$ cat config.mk
export PLATFORM = sky130hd
export DESIGN_NAME = keyboard_serial_port
export DESIGN_NICKNAME = d
export VERILOG_FILES = /design/src/pkg/kbd_link_pkg.sv /design/src/logic/keyboard_serial_port.sv
export VERILOG_INCLUDE_DIRS = /design/src /design/src/pkg
export SDC_FILE = /design/constraint.sdc
export NUM_CORES = 1
export LEC_CHECK = 0
export ABC_AREA = 1
export BUFFER_PORTS_ARGS = -buffer_cell sky130_fd_sc_hd__buf_4
export CORE_MARGIN = 1
export CORE_UTILIZATION = 35
export DETAILED_ROUTE_END_ITERATION = 8
export GPL_TIMING_DRIVEN = 0
export PLACE_DENSITY = 0.53
export SETUP_SLACK_MARGIN = 0.4
export SLEW_MARGIN = 20
export SYNTH_ARGS = -nofsm -noshare
export SYNTH_HDL_FRONTEND = slang
export SYNTH_SLANG_ARGS = --single-unit
export TNS_END_PERCENT = 30
$ cat constraint.sdc
create_clock -name sys_clk -period 3.6 [get_ports sys_clk]
set_input_delay 0.54 -clock sys_clk [delete_from_list [all_inputs] [get_ports sys_clk]]
set_output_delay 0.54 -clock sys_clk [all_outputs]
set_load 0.01 [all_outputs]
$ cat src/pkg/kbd_link_defines.svh
/*
 Offsets-free timing and frame constants for the keyboard serial port.
 Assumes the system clock runs at 250 MHz.
*/
`ifndef KBD_LINK_DEFINES_SVH
`define KBD_LINK_DEFINES_SVH

// system clock rate in MHz
`define SYS_CLK_MHZ 250
// clock line held low before the send request, in microseconds
`define TX_INHIBIT_US 100
// data held low with clock still low before clock release, in ns
`define RTS_SETUP_NS 200
// bits after the start bit: eight data, parity, stop
`define FRAME_TAIL_BITS 4'hA
// index of the last tail bit counted
`define FRAME_LAST_IDX 4'h9
// width of the cycle counter
`define CNT_W 15

`endif

$ cat src/pkg/kbd_link_pkg.sv
/*
 Types for the keyboard serial port: line state machine, received word and
 the packed state record of the core.
 Assumes kbd_link_defines.svh is on the include path.
*/
`include "kbd_link_defines.svh"

package kbd_link_pkg;

	typedef enum logic [2:0] {
		ST_IDLE,
		ST_RX,
		ST_TX_HOLD,
		ST_TX_RTS,
		ST_TX_SHIFT,
		ST_TX_ACK
	} link_state_t;

	// one received byte with its checks
	typedef struct packed {
		logic [7:0] data;
		logic parity_err;
		logic frame_err;
	} rx_word_t;

	// whole state of the core
	typedef struct packed {
		link_state_t st;
		logic [2:0] clk_sy;
		logic [1:0] dat_sy;
		logic [`CNT_W-1:0] cnt;
		logic [9:0] sh;
		logic [3:0] bits;
		logic clk_oe;
		logic data_oe;
		logic tx_ready;
		logic rx_valid;
		rx_word_t rx;
		logic stxc;
	} core_t;

endpackage : kbd_link_pkg

$ cat src/logic/keyboard_serial_port.sv
/*
 Keyboard serial port: receives and sends 11-bit frames over the open-drain
 keyboard clock and data lines, with clock-inhibit and transmit clock source
 controls taken as plain inputs.
 Assumes the pins arrive unsynchronised, the keyboard supplies every clock
 edge, and the pad logic resolves each line from the output enables.
*/
// Summary of operation
// [RL1] receiver turns frames into bytes, optional parity
// [RL2] transmitter adds start, parity and stop bits
// [RL3] clock inhibit pulls keyboard clock line low; ignored in ST_TX_SHIFT and ST_TX_ACK
// [RL4] source select gates keyboard clock to transmitter
// [RL5] lines only pulled low, never driven high
// [RL6] idle: both lines released and resting high
// [RL7] send: data low first, then release clock
// [RL8] keyboard makes all clock transitions
// [RL9] line pair states mean permit, inhibit, request, receive
// [RL10] software spaces register accesses apart
// [RL11] frame: start, eight data lsb first, odd parity, stop
// [RL12] flag processor when received byte is waiting
// [RL13] synchronise keyboard clock, sample on clean edges
`timescale 1ns/1ps
`include "kbd_link_defines.svh"

module keyboard_serial_port #(
	parameter int unsigned TX_INHIBIT_CYC = `TX_INHIBIT_US * `SYS_CLK_MHZ
) (
	input wire logic sys_clk,
	input wire logic rst_b,
	input wire logic clk_en,
	input wire logic kbd_clk_in,
	output logic kbd_clk_out,
	output logic kbd_clk_oe,
	input wire logic kbd_data_in,
	output logic kbd_data_out,
	output logic kbd_data_oe,
	input wire logic clock_inhibit,
	input wire logic transmit_clock_source_select,
	input wire logic parity_check_en,
	input wire logic [7:0] tx_byte,
	input wire logic tx_valid,
	output logic tx_ready,
	output kbd_link_pkg::rx_word_t rx_word,
	output logic rx_valid,
	output logic serial_transmit_clock_input
);
	import kbd_link_pkg::*;

	localparam int unsigned RTS_CYC = (`RTS_SETUP_NS * `SYS_CLK_MHZ + 999) / 1000;
	localparam logic [`CNT_W-1:0] HOLD_LAST = `CNT_W'(TX_INHIBIT_CYC - 1);
	localparam logic [`CNT_W-1:0] RTS_LAST = `CNT_W'(RTS_CYC - 1);

	core_t r;
	core_t nxt;
	logic clk_fall;
	logic dat_s;
	logic [9:0] rx_sh;

	// clean edge of the synchronised keyboard clock
	assign clk_fall = r.clk_sy[2] & ~r.clk_sy[1]; // RL13
	assign dat_s = r.dat_sy[1];
	assign rx_sh = {dat_s, r.sh[9:1]}; // RL11

	// next-state logic of the whole port
	always_comb
	begin
		nxt = r;
		nxt.clk_sy = {r.clk_sy[1:0], kbd_clk_in}; // RL13
		nxt.dat_sy = {r.dat_sy[0], kbd_data_in};
		nxt.rx_valid = 1'b0;
		nxt.stxc = transmit_clock_source_select ? r.clk_sy[2] : 1'b1; // RL4
		unique case (r.st)
			ST_IDLE:
			begin
				nxt.clk_oe = clock_inhibit; // RL3 RL9
				nxt.data_oe = 1'b0; // RL6
				if (tx_valid && r.tx_ready)
				begin
					nxt.st = ST_TX_HOLD;
					nxt.cnt = '0;
					nxt.clk_oe = 1'b1;
					nxt.tx_ready = 1'b0;
					nxt.sh = {1'b1, ~^tx_byte, tx_byte}; // RL2 RL11
				end
				else if (clk_fall && !dat_s && !clock_inhibit)
				begin
					nxt.st = ST_RX; // start bit seen
					nxt.bits = '0;
					nxt.tx_ready = 1'b0;
				end
			end
			ST_RX:
			begin
				nxt.clk_oe = clock_inhibit; // RL3
				if (clock_inhibit)
				begin
					nxt.st = ST_IDLE; // frame abandoned
					nxt.tx_ready = 1'b1;
				end
				else if (clk_fall)
				begin
					nxt.sh = rx_sh; // RL1
					nxt.bits = r.bits + 4'h1;
					if (r.bits == `FRAME_LAST_IDX)
					begin
						nxt.st = ST_IDLE;
						nxt.tx_ready = 1'b1;
						nxt.rx.data = rx_sh[7:0];
						nxt.rx.parity_err = parity_check_en & ~(^rx_sh[8:0]); // RL1
						nxt.rx.frame_err = ~rx_sh[9];
						nxt.rx_valid = 1'b1; // RL12
					end
				end
			end
			ST_TX_HOLD:
			begin
				nxt.cnt = r.cnt + `CNT_W'(1);
				if (r.cnt == HOLD_LAST)
				begin
					nxt.st = ST_TX_RTS;
					nxt.cnt = '0;
					nxt.data_oe = 1'b1; // RL7
				end
			end
			ST_TX_RTS:
			begin
				nxt.cnt = r.cnt + `CNT_W'(1);
				if (r.cnt == RTS_LAST)
				begin
					nxt.st = ST_TX_SHIFT;
					nxt.clk_oe = 1'b0; // RL7
					nxt.bits = '0;
				end
			end
			ST_TX_SHIFT:
			begin
				if (clk_fall) // RL8
				begin
					nxt.data_oe = ~r.sh[0]; // RL2 RL5
					nxt.sh = {1'b1, r.sh[9:1]};
					nxt.bits = r.bits + 4'h1;
					if (r.bits == `FRAME_LAST_IDX)
						nxt.st = ST_TX_ACK;
				end
			end
			ST_TX_ACK:
			begin
				nxt.data_oe = 1'b0;
				if (clk_fall) // keyboard acknowledge bit
				begin
					nxt.st = ST_IDLE;
					nxt.tx_ready = 1'b1;
				end
			end
		endcase
	end

	// state register, frozen while clk_en is low unless rst_b is low
	always_ff @(posedge sys_clk)
	begin
		if (!rst_b)
		begin
			r <= '0;
			r.st <= ST_IDLE;
			r.clk_sy <= 3'h7;
			r.dat_sy <= 2'h3;
			r.tx_ready <= 1'b1;
			r.stxc <= 1'b1;
		end
		else if (clk_en)
			r <= nxt;
	end

	// outputs straight from the state record, line drive values tied low
	assign kbd_clk_out = 1'b0; // RL5
	assign kbd_data_out = 1'b0; // RL5
	assign kbd_clk_oe = r.clk_oe;
	assign kbd_data_oe = r.data_oe;
	assign tx_ready = r.tx_ready;
	assign rx_word = r.rx;
	assign rx_valid = r.rx_valid;
	assign serial_transmit_clock_input = r.stxc;
endmodule : keyboard_serial_port

==> out/results.md <==
| Parameter | Value |
|:---|:---|
| Final critical-path required period | 1.83 ns |
| DRC marker count from the first detailed-route iteration | 91 |
| Hold buffer count at cts | 0 |
| Worst path slowest cell | sky130_fd_sc_hd__dfxtp_1 |
| Area added between synthesis and finish | 15.0% |
| Crit-path most repeated cell | sky130_fd_sc_hd__nand2_1 |
| RSZ-0062 raised after global routing | false |
| Worst-Margin Slew | 0.604 ns |
| GRT Resource Usage Total | 17.1% |
| Run status | complete, no violations |
| Mean area per synthesized cell | 6.30 um^2 |
| Fill count | 950 |
| Crit Path Class | flop to flop |
| Maximum number of pins on one net before global-route repair | 19 |
| Multi-input gate area in the final layout | 1730 um^2 |
| Remaining number of nets flagged by the antenna check after routing | 0 |
| N_diodes | 0 |
| Sequential cell area | 1040 um^2 |
| Wire length of the first global-routing pass | 12200 um |
| Reg2reg path depth | 10 |
| Cell Chain, Critical Path | nand2_1, inv_1, nand2_1, nor2_1, nand2_1, nand2_1, nand3_1, nand2_1, buf_4, nor2_1 |
| Max-slew headroom at the worst pin | 59.7% |
| Count of pins over their slew limit | 0 |
| CTS buffer count | 5 |
| Total setup buffers inserted after CTS | 0 |
| Placeable Area | 8640 um^2 |
| CTS max path bufs | 2 |
| Die area | 9260 um^2 |
| Via/cell ratio | 4.76 |
| Leading cell type in the layout, fill and taps excluded | sky130_fd_sc_hd__nand2_1 |
| Wire per inst | 11.7 um |
| Share of layout cells above drive strength 1 | 14.4% |
| Maximum cell stage delay along the critical path | 0.44 ns |
| Clock-pin slew on the worst setup and hold paths | 0.11 ns |
| Number of antenna violations at the first check in global routing | 0 |
| Worst-case hold path end point | nxt[47]$_SDFFE_PN1P_ |
| Summed negative setup slack over all endpoints | 0 ns |
| Count of synthesis-stage warnings from yosys | 0 |
| Total vias in the final route | 3052 |
| Required time at the worst-slack endpoint | 3.82 ns |
| Arrival time reported for the critical path endpoint | 2.05 ns |
| Number of failing setup endpoints in the final timing report | 0 |
| Commonest cells after routing, fill and taps aside | sky130_fd_sc_hd__nand2_1 (140), sky130_fd_sc_hd__nor2_1 (74), sky130_fd_sc_hd__dfxtp_1 (52) |
| Hold Violations, Final | 0 |
| Maximum operating frequency | 548 MHz |
| Crit. End Element | flop |
| Clock sinks | 52 |
| Post-route worst hold slack | 0.436 ns |
| Routed Wire Length | 7520 um |
| Clk_lat worst skew | 0.31 ns |
| TritonCTS clock tree | yes |
| Crit Path Max Fanout | 10 |
| CTS H-Tree Depth | 2 |
| CTS-repair resized insts | 0 |
| Area of the mapped netlist | 3110 um^2 |
| Worst hold path startpoint | kbd_clk_in |
| Power per cell area | 663 nW/um^2 |
| Vertical die dimension | 96.2 um |
| Residual DRC | 0 |
| Row count | 34 |
| Total congestion overflow after global routing | 0 |
| Reg2reg setup slack | 1.77 ns |
| Last weighted congestion value of the routability-driven placer | 0.853 |
| Max-Cap Viols | 0 |
| Worst r2r src | r[36]$_SDFFE_PN0P_ |
| Leakage Power | 1.66 nW |
| Die boundary width | 96.2 um |
| Nets | 553 |
| Count of cells along the worst hold path | 3 |
| Final period util | 50.7% |
| Clk Tree Root Cell | sky130_fd_sc_hd__clkbuf_8 |
| Peak ir drop on the vdd network | 0.285 mV |
| Unique cell type count in the Yosys netlist | 32 |
| Detailed-router iteration count before antenna repair | 4 |
| Post-route clock skew | 0.0101 ns |
| Sequential area share after synthesis | 33.5% |
| Initial Utilization | 36.0% |
| Worst setup startpoint | r[36]$_SDFFE_PN0P_ |
| Crit Reg-Reg Endpoint | r[37]$_SDFFE_PN0P_ |
| Yosys reg bits | 52 |
| Startpoint Class | flop |
| Number of instances in the synthesized netlist | 493 |
| Ports | 34 |
| Port Buf Inserts | 31 |
| DPL Wire Length | 5760 um |
| Vias in the first global route | 2624 |
| Hold Crit Class | primary input to flop |
-- worst max path at each step --
stage | cells after the start | slack (ns) | endpoint
finish | 10 | 1.77 | r[37]$_SDFFE_PN0P_
global route | 10 | 1.56 | r[38]$_SDFFE_PN0P_
CTS | 10 | 1.76 | r[37]$_SDFFE_PN0P_
detailed placement | 11 | 1.71 | r[17]$_SDFFE_PN0P_
global placement | 5 | 1.71 | kbd_data_oe$_SDFFE_PN0P_
floorplan | 8 | 2.11 | r[37]$_SDFFE_PN0P_
-- flip-flops by register name (all words and copies together), names as in the netlist --
| name | count |
|---|---|
| nxt | 3 |
| rx_valid | 1 |
| r | 33 |
| tx_ready | 1 |
| kbd_clk_oe | 1 |
| kbd_data_oe | 1 |
| dat_s | 1 |
| rx_word | 10 |
| serial_transmit_clock_input | 1 |
-- cells in the mapped netlist --
cell type | instances | area [um^2]
sky130_fd_sc_hd__o21ai_1 | 1 | 5.00
sky130_fd_sc_hd__nand2_4 | 1 | 11.3
sky130_fd_sc_hd__nor2_1 | 74 | 278
sky130_fd_sc_hd__ha_1 | 4 | 50.1
sky130_fd_sc_hd__nand3_4 | 1 | 17.5
sky130_fd_sc_hd__o21ai_2 | 1 | 8.76
sky130_fd_sc_hd__buf_2 | 2 | 10.0
sky130_fd_sc_hd__nand3_2 | 1 | 10.0
sky130_fd_sc_hd__nand4_1 | 3 | 18.8
sky130_fd_sc_hd__inv_1 | 44 | 165
sky130_fd_sc_hd__dfxtp_1 | 52 | 1040
sky130_fd_sc_hd__o21ai_0 | 23 | 115
sky130_fd_sc_hd__clkbuf_1 | 4 | 15.0
sky130_fd_sc_hd__inv_2 | 8 | 30.0
sky130_fd_sc_hd__a21oi_1 | 41 | 205
sky130_fd_sc_hd__nor2_4 | 2 | 22.5
sky130_fd_sc_hd__o211ai_1 | 3 | 22.5
sky130_fd_sc_hd__nor2_2 | 4 | 25.0
sky130_fd_sc_hd__xnor2_1 | 5 | 43.8
sky130_fd_sc_hd__nand3_1 | 39 | 195
sky130_fd_sc_hd__nand2_2 | 3 | 18.8
sky130_fd_sc_hd__conb_1 | 1 | 3.75
sky130_fd_sc_hd__xor2_1 | 11 | 96.3
sky130_fd_sc_hd__nand2_1 | 140 | 526
sky130_fd_sc_hd__nor3_1 | 4 | 20.0
sky130_fd_sc_hd__nand3b_1 | 1 | 7.51
sky130_fd_sc_hd__clkinv_1 | 1 | 3.75
sky130_fd_sc_hd__buf_6 | 1 | 11.3
sky130_fd_sc_hd__o22ai_1 | 1 | 6.26
sky130_fd_sc_hd__buf_4 | 14 | 105
sky130_fd_sc_hd__nor4_1 | 1 | 6.26
sky130_fd_sc_hd__a31oi_1 | 2 | 12.5
-- kinds of logic after synthesis --
logic type      share of synthesized area [%]
simple gates                             37.2
buf+inv                                  11.0
compound gates                           12.1
flops                                    33.5
xor+xnor                                 4.51
fa+ha+maj                                1.61
other cells                             0.121
-- per-stage QoR --
step	utilization, %	cells	cell area, um^2	power [W]	worst slack, ns
after floorplan	-	494	3110	0.00173	2.11
after global routing	41.4	641	3570	0.00262	1.56
after detailed placement	40.3	633	3480	0.00202	1.71
final	41.4	641	3570	0.00237	1.77
after global placement	40.3	633	3480	0.00201	1.71
after CTS	41.4	641	3570	0.00239	1.76
-- critical path: cells and delay by family, from the launching register on --
| kind | cells | cell delay [ns] |
|---|---|---|
| buffers and inverters | 2 | 0.37 |
| DFF | 1 | 0.44 |
| and+or+nand+nor | 8 | 0.92 |
-- layout make-up --
type / count / share of cell area (%)
inverters: 53 / 5.57
flip-flops and latches: 52 / 29.1
clock inverters: 3 / 0.701
repair buffers: 31 / 6.51
plain buffers: 21 / 3.96
clock buffers: 5 / 1.93
well taps: 108 / 3.78
multi-input cells: 368 / 48.4
-- power by group --
part	internal [W]	switching [W]
sequential	0.000687	0.000115
combinational	0.000413	0.000795
clock	0.000142	0.000217
-- per-layer routing --
| metal | part of all wire (%) | vias up | track usage, % | routed length, um |
|---|---|---|---|---|
| li1 | - | 1622 | - | - |
| met1 | 48 | 1359 | 23.3 | 3620 |
| met2 | 45 | 62 | 27.7 | 3420 |
| met3 | 4.9 | 9 | 2.61 | 370 |
| met4 | 1.4 | 0 | 5.47 | 108 |
| met5 | 0 | - | 0 | 0 |
(Power assumes the default switching activity.)
